`config.mk`:
```
export PLATFORM = sky130hd
export DESIGN_NAME = sfr_slave_port
export DESIGN_NICKNAME = d
export VERILOG_FILES = /design/src/include/sfr_pkg.sv /design/src/include/sfr_mem_if.sv /design/src/rtl/sfr_mem.sv /design/src/rtl/sfr_slave_port.sv
export SDC_FILE = /design/constraint.sdc
export NUM_CORES = 2
export LEC_CHECK = 0
export BUFFER_PORTS_ARGS = -buffer_cell sky130_fd_sc_hd__buf_2
export CAP_MARGIN = 20
export CORE_ASPECT_RATIO = 0.7
export CORE_MARGIN = 4
export CORE_UTILIZATION = 57
export DETAILED_ROUTE_END_ITERATION = 12
export PLACE_DENSITY_LB_ADDON = 0.25
export SETUP_SLACK_MARGIN = 0.02
export SLEW_MARGIN = 20
export SYNTH_ARGS = -nofsm -noshare
export SYNTH_HDL_FRONTEND = slang
export SYNTH_SLANG_ARGS = --single-unit
```
`constraint.sdc`:
```
create_clock -name sys_clk -period 11.45 [get_ports sys_clk]
set_input_delay 1.7175 -clock sys_clk [delete_from_list [all_inputs] [get_ports sys_clk]]
set_output_delay 1.7175 -clock sys_clk [all_outputs]
set_load 0.005 [all_outputs]
```
`src/include/sfr_pkg.sv`:
```
// Package: constants, commands and states of the serial memory slave port
package sfr_pkg;
    localparam int unsigned DEPTH      = 512;
    localparam int unsigned ADDR_W     = 9;
    localparam int unsigned DATA_W     = 8;
    localparam int unsigned BIT_CNT_W  = 3;
    localparam logic [2:0]  BIT_LAST   = 3'h7;
    localparam logic [2:0]  BIT_FIRST  = 3'h0;
    localparam logic [7:0]  SET_WRITE_LATCH_CMD   = 8'h06;
    localparam logic [7:0]  CLEAR_WRITE_LATCH_CMD = 8'h04;
    localparam logic [7:0]  STATUS_READ_CMD       = 8'h05;
    localparam logic [7:0]  STATUS_WRITE_CMD      = 8'h01;
    localparam logic [7:0]  MEM_CMD_MASK          = 8'hf7;
    localparam logic [7:0]  MEM_READ_CMD          = 8'h03;
    localparam logic [7:0]  MEM_WRITE_CMD         = 8'h02;
    localparam int unsigned CMD_ADDR_BIT          = 3;
    localparam int unsigned LATCH_BIT             = 1;
    localparam logic [7:0]  STATUS_RESET          = 8'h00;
    localparam logic [7:0]  STATUS_WR_MASK        = 8'h8c;
    localparam int unsigned BP_LO_BIT             = 2;
    localparam int unsigned BP_HI_BIT             = 3;
    localparam real         SCK_MAX_MHZ           = 20.0;
    localparam real         SYS_MHZ               = 125.0;
    localparam int unsigned SYNC_STAGES           = 3;

    typedef enum logic [2:0] {
        SFR_OPCODE = 3'b000,
        SFR_ADDR   = 3'b001,
        SFR_WDATA  = 3'b011,
        SFR_RDATA  = 3'b010,
        SFR_SWRITE = 3'b110,
        SFR_SREAD  = 3'b111,
        SFR_IGNORE = 3'b101
    } sfr_state_e;
endpackage : sfr_pkg

```
`src/include/sfr_mem_if.sv`:
```
// Interface: port between the protocol engine and the storage array
`timescale 1ns/1ps
interface sfr_mem_if;
    import sfr_pkg::*;
    logic [ADDR_W-1:0] addr;
    logic              writeEn;
    logic [DATA_W-1:0] writeData;
    logic [DATA_W-1:0] readData;
    modport engine (output addr, output writeEn, output writeData, input readData);
    modport array  (input addr, input writeEn, input writeData, output readData);
endinterface : sfr_mem_if

```
`src/rtl/sfr_mem.sv`:
```
// Storage array of 512 bytes with registered read data
`timescale 1ns/1ps
module sfr_mem (
    input wire logic    sys_clk,
    sfr_mem_if.array    mem
);
    import sfr_pkg::*;

    logic [DATA_W-1:0] store [DEPTH];

    // No reset: contents are kept like the nonvolatile cells they stand for
    always_ff @(posedge sys_clk) begin
        if (mem.writeEn) begin
            store[mem.addr] <= mem.writeData;
        end
        mem.readData <= store[mem.addr];
    end
endmodule : sfr_mem

```
`src/rtl/sfr_slave_port.sv`:
```
// Top: serial slave port of a 512 x 8 nonvolatile memory
`timescale 1ns/1ps
module sfr_slave_port (
    input  wire logic sys_clk,
    input  wire logic reset_n,
    input  wire logic chipSelN,
    input  wire logic serialClk,
    input  wire logic serialIn,
    input  wire logic writeProtN,
    input  wire logic pauseN,
    output logic      serialOut,
    output logic      serialOutEn,
    output logic      spiMode3
);
    import sfr_pkg::*;

    // ****************************************************************
    // Input synchronisers
    // ****************************************************************
    logic [SYNC_STAGES-1:0] csSync, sckSync, siSync, wpSync, holdSync;
    logic csQ, sckQ, siQ, wpQ, holdQ;

    // A change is taken once the last two stages agree; stage 0 feeds stage 1 only
    function automatic logic sfr_filt(input logic [SYNC_STAGES-1:0] s, input logic prev);
        return (s[1] == s[2]) ? s[2] : prev;
    endfunction : sfr_filt

    always_ff @(posedge sys_clk or negedge reset_n) begin
        if (!reset_n) begin
            csSync   <= '1;
            sckSync  <= '0;
            siSync   <= '0;
            wpSync   <= '0;
            holdSync <= '1;
            csQ      <= 1'b1;
            sckQ     <= 1'b0;
            siQ      <= 1'b0;
            wpQ      <= 1'b0;
            holdQ    <= 1'b1;
        end else begin
            csSync   <= {csSync[1:0], chipSelN};
            sckSync  <= {sckSync[1:0], serialClk};
            siSync   <= {siSync[1:0], serialIn};
            wpSync   <= {wpSync[1:0], writeProtN};
            holdSync <= {holdSync[1:0], pauseN};
            csQ      <= sfr_filt(csSync, csQ);
            sckQ     <= sfr_filt(sckSync, sckQ);
            siQ      <= siSync[2];
            wpQ      <= sfr_filt(wpSync, wpQ);
            holdQ    <= sfr_filt(holdSync, holdQ);
        end
    end

    // ****************************************************************
    // Gated clock edges
    // ****************************************************************
    logic sckPrev, csPrev;
    logic active, sckRise, sckFall, csFall;

    // Edges are tracked only while not paused, so a toggle that returns to its level inside a pause is hidden; a level left changed shows on resume
    always_ff @(posedge sys_clk or negedge reset_n) begin
        if (!reset_n) begin
            sckPrev <= 1'b0;
            csPrev  <= 1'b1;
        end else if (holdQ) begin
            sckPrev <= sckQ;
            csPrev  <= csQ;
        end
    end

    always_comb begin
        active  = holdQ && !csQ;
        sckRise = active && sckQ && !sckPrev;
        sckFall = active && !sckQ && sckPrev;
        csFall  = holdQ && !csQ && csPrev;
    end

    // ****************************************************************
    // Protocol engine
    // ****************************************************************
    sfr_state_e        state_q;
    logic [2:0]        bitCnt_q;
    logic [DATA_W-1:0] shiftIn_q, shiftOut_q, status_q;
    logic [ADDR_W-1:0] addr_q;
    logic              isWrite_q, memWr_q, loadRead_q;
    logic [DATA_W-1:0] rxByte;
    logic              byteDone;
    sfr_mem_if         memBus ();

    assign rxByte   = {shiftIn_q[DATA_W-2:0], siQ};
    assign byteDone = sckRise && (bitCnt_q == BIT_LAST);

    // Block protect: 0 none, 1 top quarter, 2 top half, 3 all
    function automatic logic sfr_blocked(input logic [1:0] bp, input logic [ADDR_W-1:0] a);
        case (bp)
            2'h0:    return 1'b0;
            2'h1:    return a[ADDR_W-1:ADDR_W-2] == 2'h3;
            2'h2:    return a[ADDR_W-1];
            default: return 1'b1;
        endcase
    endfunction : sfr_blocked

    logic writeOk;
    assign writeOk = wpQ && status_q[LATCH_BIT];

    always_ff @(posedge sys_clk or negedge reset_n) begin
        if (!reset_n) begin
            state_q    <= SFR_OPCODE;
            bitCnt_q   <= BIT_FIRST;
            shiftIn_q  <= '0;
            addr_q     <= '0;
            isWrite_q  <= 1'b0;
            memWr_q    <= 1'b0;
            loadRead_q <= 1'b0;
            status_q   <= STATUS_RESET;
        end else begin
            memWr_q    <= 1'b0;
            loadRead_q <= 1'b0;
            if (csFall) begin
                state_q    <= SFR_OPCODE;
                bitCnt_q   <= BIT_FIRST;
            end else if (holdQ && csQ) begin
                state_q  <= SFR_OPCODE;
                bitCnt_q <= BIT_FIRST;
            end else if (sckRise && state_q != SFR_IGNORE) begin
                bitCnt_q  <= bitCnt_q + 3'h1;
                shiftIn_q <= rxByte;
                if (byteDone) begin
                    case (state_q)
                        SFR_OPCODE: begin
                            addr_q[ADDR_W-1] <= rxByte[CMD_ADDR_BIT];
                            if (rxByte == SET_WRITE_LATCH_CMD) begin
                                status_q[LATCH_BIT] <= 1'b1;
                                state_q <= SFR_IGNORE;
                            end else if (rxByte == CLEAR_WRITE_LATCH_CMD) begin
                                status_q[LATCH_BIT] <= 1'b0;
                                state_q <= SFR_IGNORE;
                            end else if (rxByte == STATUS_READ_CMD) begin
                                state_q <= SFR_SREAD;
                            end else if (rxByte == STATUS_WRITE_CMD) begin
                                state_q <= SFR_SWRITE;
                            end else if ((rxByte & MEM_CMD_MASK) == MEM_READ_CMD) begin
                                isWrite_q <= 1'b0;
                                state_q <= SFR_ADDR;
                            end else if ((rxByte & MEM_CMD_MASK) == MEM_WRITE_CMD) begin
                                isWrite_q <= 1'b1;
                                state_q <= SFR_ADDR;
                            end else begin
                                state_q <= SFR_IGNORE;
                            end
                        end
                        SFR_ADDR: begin
                            addr_q[ADDR_W-2:0] <= rxByte;
                            state_q <= isWrite_q ? SFR_WDATA : SFR_RDATA;
                            loadRead_q <= !isWrite_q;
                        end
                        SFR_WDATA: begin
                            // Committed on the eighth bit, so the next select needs no wait
                            memWr_q <= writeOk && !sfr_blocked(
                                status_q[BP_HI_BIT:BP_LO_BIT], addr_q);
                            addr_q  <= addr_q + 9'h001;
                        end
                        SFR_RDATA: begin
                            addr_q     <= addr_q + 9'h001;
                            loadRead_q <= 1'b1;
                        end
                        SFR_SWRITE: begin
                            if (writeOk) begin
                                status_q <= (status_q & ~STATUS_WR_MASK)
                                          | (rxByte & STATUS_WR_MASK);
                            end
                            state_q <= SFR_IGNORE;
                        end
                        default: state_q <= state_q;
                    endcase
                end
            end
            if (memWr_q) begin
                status_q[LATCH_BIT] <= 1'b0;
            end
        end
    end

    // The address has already stepped on when the write pulse arrives
    assign memBus.addr      = memWr_q ? addr_q - 9'h001 : addr_q;
    assign memBus.writeEn   = memWr_q;
    assign memBus.writeData = shiftIn_q;

    sfr_mem u_mem (
        .sys_clk (sys_clk),
        .mem     (memBus)
    );

    // ****************************************************************
    // Output shifter
    // ****************************************************************
    logic loadRead2_q, readPhase;
    assign readPhase = (state_q == SFR_RDATA) || (state_q == SFR_SREAD);

    always_ff @(posedge sys_clk or negedge reset_n) begin
        if (!reset_n) begin
            loadRead2_q <= 1'b0;
            shiftOut_q  <= '0;
            serialOut   <= 1'b0;
            serialOutEn <= 1'b0;
            spiMode3    <= 1'b0;
        end else begin
            loadRead2_q <= loadRead_q;
            if (csFall) begin
                spiMode3 <= sckQ;
            end
            // Array data is a cycle late; the first falling edge comes far later
            if (loadRead2_q) begin
                shiftOut_q <= memBus.readData;
            end else if (state_q == SFR_OPCODE && byteDone && rxByte == STATUS_READ_CMD) begin
                shiftOut_q <= status_q;
            end else if (sckFall && readPhase) begin
                serialOut  <= shiftOut_q[DATA_W-1];
                shiftOut_q <= {shiftOut_q[DATA_W-2:0], shiftOut_q[DATA_W-1]};
            end
            serialOutEn <= active && readPhase;
            if (sckFall && state_q == SFR_SREAD && bitCnt_q == BIT_FIRST) begin
                shiftOut_q <= {status_q[DATA_W-2:0], status_q[DATA_W-1]};
            end
        end
    end
endmodule : sfr_slave_port

```
* Yosys cells after proc, flatten, opt, wreduce, memory -nomap -nowiden *
Memory sizes are Yosys's and may differ from the RTL's. A register that Yosys moved wholly into a read port is not among the register bits.
Index checks and enable logic that the tools add are counted.

word-level totals
  register bits = 68
  bits in writable memories = 4,096
  input bits = 7
  output and inout port bits = 3
  logic and storage cells = 161
  memories kept = 1

operators by class
  add/sub/neg operators = 3
  equal/unequal tests = 24
  muxes and demuxes = 52
  bitwise logic cells = 9
  reduce and logical (&&, ||, !) cells = 45

memory list
  name         depth  bits a word  rd ports  clocked after Yosys merged registers in  write ports  RTL line      RTL
  u_mem.store  512    8            1         1                                        1            sfr_mem.sv:9  logic [DATA_W-1:0] store [DEPTH];

operator list
  cell                   count
  $mux W3                13
  $mux W8                4
  $eq A8 B3 Y1 const B   3
  $mux W1                23
  $logic_and A1 B1 Y1    17
  $pmux W8 S2            1
  $eq A7 B2 Y1 const B   2
  $mux W2                5
  $reduce_and A10 Y1     1
  $reduce_and A5 Y1      2
  $reduce_bool A2 Y1     5
  $add A9 B1 Y9 const B  1
  $eq A3 B3 Y1 const B   3
  $mux W9                1
  $pmux W3 S3            1
  $reduce_and A3 Y1      3
  $reduce_bool A3 Y1     3
  $sub A9 B1 Y9 const B  1
  $eq A8 B1 Y1 const B   1
  $not A1 Y1             8
  $or A7 B8 Y8           1
  $reduce_and A7 Y1      1
  $eq A3 B2 Y1 const B   2
  $logic_not A3 Y1       2
  other kinds (18)       29

* Depth between registers and ports, before layout *
  depth in word-level cells = 16
  mapped depth = 17
  depth with buffers taken out = 11

* Modules after synthesis *
From an unflattened synthesis, not the netlist that was laid out.

second synthesis, totals
  cell total of the unflattened synthesis = 7,867
  area, all modules = 161,516.2 um^2

by module, submodules not included
  module          times used  cells each  area each (um^2)  sequential area each (um^2)
  sfr_mem         1           7,575       158,359.4         123,158.1
  sfr_slave_port  1           292         3,156.8           1,612.8

* Worst setup path before layout *
Ideal clock, no wire load.

  path kind = flip-flop to flip-flop
  start = reg shiftIn_q[5], in the netlist memBus.writeData[5]
  end = reg shiftOut_q[1]
  library setup time = 0.121 ns
  arrival = 8.424 ns
  data required time = 11.329 ns
  setup slack = 2.905 ns
  cell stages (with the launch flop) = 8
  path buffers = 0
  clock period less this slack = 8.545 ns
  path through = dfrtp_1 > or4_1 > nor2_1 > nand4b_1 > nor3_2 > nor3_1 > nor2_1 > a22o_1

on the way
  cells in the longest elaborated chain, start to end = 5
  elaborated cells on any way between the ends = 6
  classes of those cells = eq/ne: 1; mux: 3; reduce/logical: 2

RTL lines
  item                     RTL line               RTL
  from (decl)              sfr_slave_port.sv:83   logic [DATA_W-1:0] shiftIn_q, shiftOut_q, status_q;
  from (signal assigned)   sfr_slave_port.sv:127  shiftIn_q <= rxByte;
  $eq A8 B3 Y1 (*)         sfr_slave_port.sv:215  end else if (state_q == SFR_OPCODE && byteDone && rxByte == STATUS_READ_CMD) begin
  $logic_and A1 B1 Y1 (*)  sfr_slave_port.sv:215
  $mux W8                  sfr_slave_port.sv:215
  $mux W8                  sfr_slave_port.sv:213  if (loadRead2_q) begin
  $mux W8                  sfr_slave_port.sv:222  if (sckFall && state_q == SFR_SREAD && bitCnt_q == BIT_FIRST) begin
  to (signal assigned)     sfr_slave_port.sv:214  shiftOut_q <= memBus.readData;
  to (signal assigned)     sfr_slave_port.sv:216  shiftOut_q <= status_q;
  to (signal assigned)     sfr_slave_port.sv:223  shiftOut_q <= {status_q[DATA_W-2:0], status_q[DATA_W-1]};
  to (decl)                sfr_slave_port.sv:83

Every way passes the cells marked *; elsewhere a longest branch is shown, timed or not.
A chain may end at the register's enable or synchronous reset.

* Worst setup path after layout *
  start = reg addr_q[0]
  end = reg u_mem.mem.readData[5], read port of u_mem.store

on the way
  cells in the longest elaborated chain, start to end = 2

RTL lines
  item                               RTL line               RTL
  from (decl)                        sfr_slave_port.sv:84   logic [ADDR_W-1:0] addr_q;
  from (signal, indexed assignment)  sfr_slave_port.sv:131  addr_q[ADDR_W-1] <= rxByte[CMD_ADDR_BIT];
  from (signal, indexed assignment)  sfr_slave_port.sv:153  addr_q[ADDR_W-2:0] <= rxByte;
  from (signal assigned)             sfr_slave_port.sv:161  addr_q <= addr_q + 9'h001;
  $sub A9 B1 Y9                      sfr_slave_port.sv:185  assign memBus.addr = memWr_q ? addr_q - 9'h001 : addr_q;
  $mux W9 (*)                        sfr_slave_port.sv:185
  to (decl)                          sfr_mem_if.sv:10       modport array (input addr, input writeEn, input writeData, output readData);

Marked as above.

==> flow_summary.ini <==
[outcome]
status = complete, no violations

[final_layout]
drive_gt1_frac = 0.2281
area_delta_synth_final_pct = 10.48
post-route-util = 0.6324
final_area_sq_um = 178300
fin_nets = 7884
fin_cells = 11972

[yosys]
synthArstFlopShare = 0.01536
syn_area_sq_um = 161300
synth_seq_cells = 4168
synth-main-ff-cell = edfxtp_1
postSynthAreaPerCell_sq_um = 20.78
synth_edf_count = 4096
yosysWarnings = 0
synth_fp_nets = 7777
synthDistinctLibCells = 76
ys_seq_area_frac = 0.7733
synth_cells = 7765

[clocking]
postCtsHoldBufs = 0
clkLatencyLatePin_ns = 0.93
post-cts-setup-buffers = 0
cts_tree = yes
clk_pin_slew_ns = 0.07
htreeDepth = 5
cts_max_path_buffers = 4
cts_buffers = 376
cts_root_buf = clkbuf_16
ctsResizeCount = 0
cts.sinks = 4168

[worst_setup_path]
worstPathArrival_ns = 7.48
reg2reg_slack_ns = 4.70
crit_path_start_kind = register
reg2reg_to = u_mem.mem.readData[5]$_DFF_P_
reg2reg_from = addr_q[0]$_DFFE_PN0P_
endpoint_kind = register
crit_type = reg -> reg
cp_max_fo = 93
crit_required_ns = 12.18
reg2reg_depth = 12

[timing]
clock_skew_ns = 0.06868
finalCriticalPeriod_ns = 6.753
hold_violations = 0
slew_violations = 0
finalSetupViolCount = 0
relSlewSlack = 0.1868
tightestPinTransition_ns = 1.207
period_share = 0.5898
fmax_mhz = 148.1
tns_ns = 0
rsz0062_at_grt = no

[detailed_routing]
vias = 83032
post_drt_wl_per_cell_um = 36.06
drc = 0
drtIter0Drc = 14492
postRouteWirelength_um = 431700
ant_nets = 0
drt_pass1_iterations = 6
post_drt_via_cell_ratio = 6.936

[pwr]
netSwitchingFraction = 0.2161
leakagePower_uw = 0.05459
clock_power_share = 0.394
ir_worst_vdd_mv = 0.2020
combPwrFrac = 0.041
power.density_nw_per_um2 = 179.4
power.switching_uw = 6913
p_int_uw = 25070
seq_power_share = 0.564

[min_path]
hold_path_end = siSync[1]$_DFF_PN0_
min_path_type = reg -> reg
whs_path_depth = 0
min_from = siSync[0]$_DFF_PN0_

[placement]
dp.final_hpwl_um = 252500
place_congestion = 0.9056
portBuffers = 9
dp.cells = 11288
dpl_cell_area_sq_um = 166100

[global_route]
grt_antenna_before_repair = 28
overflow = 0
grt_start_max_net_pins = 215
grt_pass1_vias = 79992
track_usage = 0.2960
grt_pass1_wl_um = 612800

[die]
fp.dieW_um = 643.9
fp.dieH_um = 453.1
die_area_sq_um = 291800
rows = 163
core_area_sq_um = 281900
io_pins = 10
start_util = 0.5724

[flow_run]
drv_cap = 0
power groups by stage:
stage / Sequential [uW] / Combinational (uW) / Clock, uW
2_1_floorplan: 19400 / 50.4 / 0
3_3_place_gp: 18400 / 1200 / 0
3_5_place_dp: 18400 / 1310 / 0
4_1_cts: 18000 / 1300 / 12700
5_1_grt: 18000 / 1400 / 13400
6_report: 18000 / 1330 / 12600
layer usage:
| layer | part of all wire | global-route usage | up-vias |
|---|---|---|---|
| li1 | - | - | 32233 |
| met1 | 0.38 | 0.4508 | 43670 |
| met2 | 0.43 | 0.4101 | 6247 |
| met3 | 0.15 | 0.09605 | 874 |
| met4 | 0.038 | 0.09611 | 8 |
| met5 | 0.00012 | 0 | - |
cell usage after synthesis (6+ instances only):
cell / n / share of area
dfstp_2: 9 / 0.0015
edfxtp_1: 4096 / 0.76
nand2_1: 498 / 0.012
nand3_1: 118 / 0.0037
nor2b_1: 9 / 0.00035
o22ai_1: 70 / 0.0027
inv_1: 9 / 0.00021
a21oi_1: 197 / 0.0061
mux4_2: 1031 / 0.14
buf_2: 153 / 0.0047
mux2i_1: 166 / 0.010
buf_1: 54 / 0.0013
or4_1: 12 / 0.00056
nor2_1: 573 / 0.013
mux2_2: 18 / 0.0013
nor4_1: 41 / 0.0016
nand4_1: 25 / 0.00097
a22oi_1: 99 / 0.0046
dfxtp_1: 8 / 0.00099
a221oi_1: 27 / 0.0015
dfrtp_1: 55 / 0.0085
and3_1: 6 / 0.00023
o21ai_0: 42 / 0.0013
o31ai_1: 7 / 0.00033
nand2b_1: 8 / 0.00031
nor3_1: 22 / 0.00068
a22o_1: 19 / 0.0010
buf_4: 41 / 0.0019
a31oi_1: 26 / 0.0010
clkbuf_1: 214 / 0.0050
a32oi_1: 7 / 0.00038
or2_2: 6 / 0.00023
cells in the final DEF, fill, tap and decap left out, types with 9 or more instances in the layout:
| master | count |
|---|---|
| mux2_2 | 18 |
| inv_1 | 9 |
| bufinv_16 | 41 |
| a22o_1 | 19 |
| nor2_4 | 10 |
| edfxtp_1 | 4096 |
| mux2i_1 | 166 |
| a31oi_1 | 26 |
| nand3_1 | 110 |
| dfrtp_1 | 47 |
| clkinv_1 | 67 |
| a221oi_1 | 27 |
| buf_2 | 9 |
| or4_1 | 12 |
| a21oi_1 | 194 |
| nor3_1 | 19 |
| nor4_1 | 34 |
| o22ai_1 | 70 |
| o21ai_0 | 41 |
| mux4_2 | 1031 |
| clkbuf_1 | 84 |
| nand4_1 | 25 |
| clkbuf_16 | 383 |
| nand2_1 | 484 |
| buf_12 | 21 |
| dfstp_2 | 9 |
| nor2_1 | 557 |
| clkinvlp_4 | 15 |
| inv_6 | 17 |
| diode_2 | 11 |
| clkinv_2 | 55 |
| a22oi_1 | 99 |
| buf_4 | 162 |
how the worst max path moves through the flow:
stage | start | end | cells past startpoint
global route | addr_q[0]$_DFFE_PN0P_ | u_mem.mem.readData[5]$_DFF_P_ | 12
detailed placement | addr_q[0]$_DFFE_PN0P_ | u_mem.mem.readData[3]$_DFF_P_ | 13
floorplan | memBus.writeData[5]$_DFFE_PN0P_ | shiftOut_q[1]$_DFFE_PN0P_ | 7
global placement | addr_q[0]$_DFFE_PN0P_ | u_mem.mem.readData[3]$_DFF_P_ | 13
finish | addr_q[0]$_DFFE_PN0P_ | u_mem.mem.readData[5]$_DFF_P_ | 12
CTS | addr_q[0]$_DFFE_PN0P_ | u_mem.mem.readData[3]$_DFF_P_ | 13
area by class of cell:
cell class	instances	area [sq um]
clock inverter	202	2103
multi-input combinational	3122	34870
timing repair buffer	195	1732
tap	3795	4748
clock buffer	470	9941
inverter	9	33.78
antenna	11	27.53
fill	18592	103600
sequential	4168	124800
flip-flops by register name, indices dropped and copies added, names as in the netlist, 4 cells and up:
signal,cells
addr_q,9
status_q,4
u_mem.mem.readData,8
u_mem.store,4096
shiftOut_q,8
memBus.writeData,8
metrics by stage:
step,hold WS [ns],total power [uW],worst slack [ns]
after CTS,0.3592,32010,4.983
after floorplan,0.3312,19470,2.905
final,0.3578,31990,4.697
after global routing,0.3674,32820,4.669
after global placement,0.3360,19560,5.064
after detailed placement,0.3363,19680,5.012
worst max-delay path, cell delays in order (launching register included):
cell and delay (ns):
dfrtp_1 0.72, inv_1 0.19, ha_1 0.69, a21oi_4 0.51
buf_12 0.55, buf_4 0.76, mux4_2 0.46, mux2i_1 0.22
o22ai_1 0.23, nor4_1 0.83, o21ai_0 0.27, a221oi_1 0.78
nand4b_1 0.20
cells by family after synthesis:
logic type	Yosys count	synth area share
adders and majority gates	9	0.0006359
muxes	1215	0.1555
and+or+nand+nor	1344	0.03494
buffers and inverters	475	0.01338
xor gates and xnor gates	11	0.0006902
AOI/OAI and AO/OA	543	0.02156
DFF	4168	0.7733
Note: power is estimated with default switching activity, not from simulation.
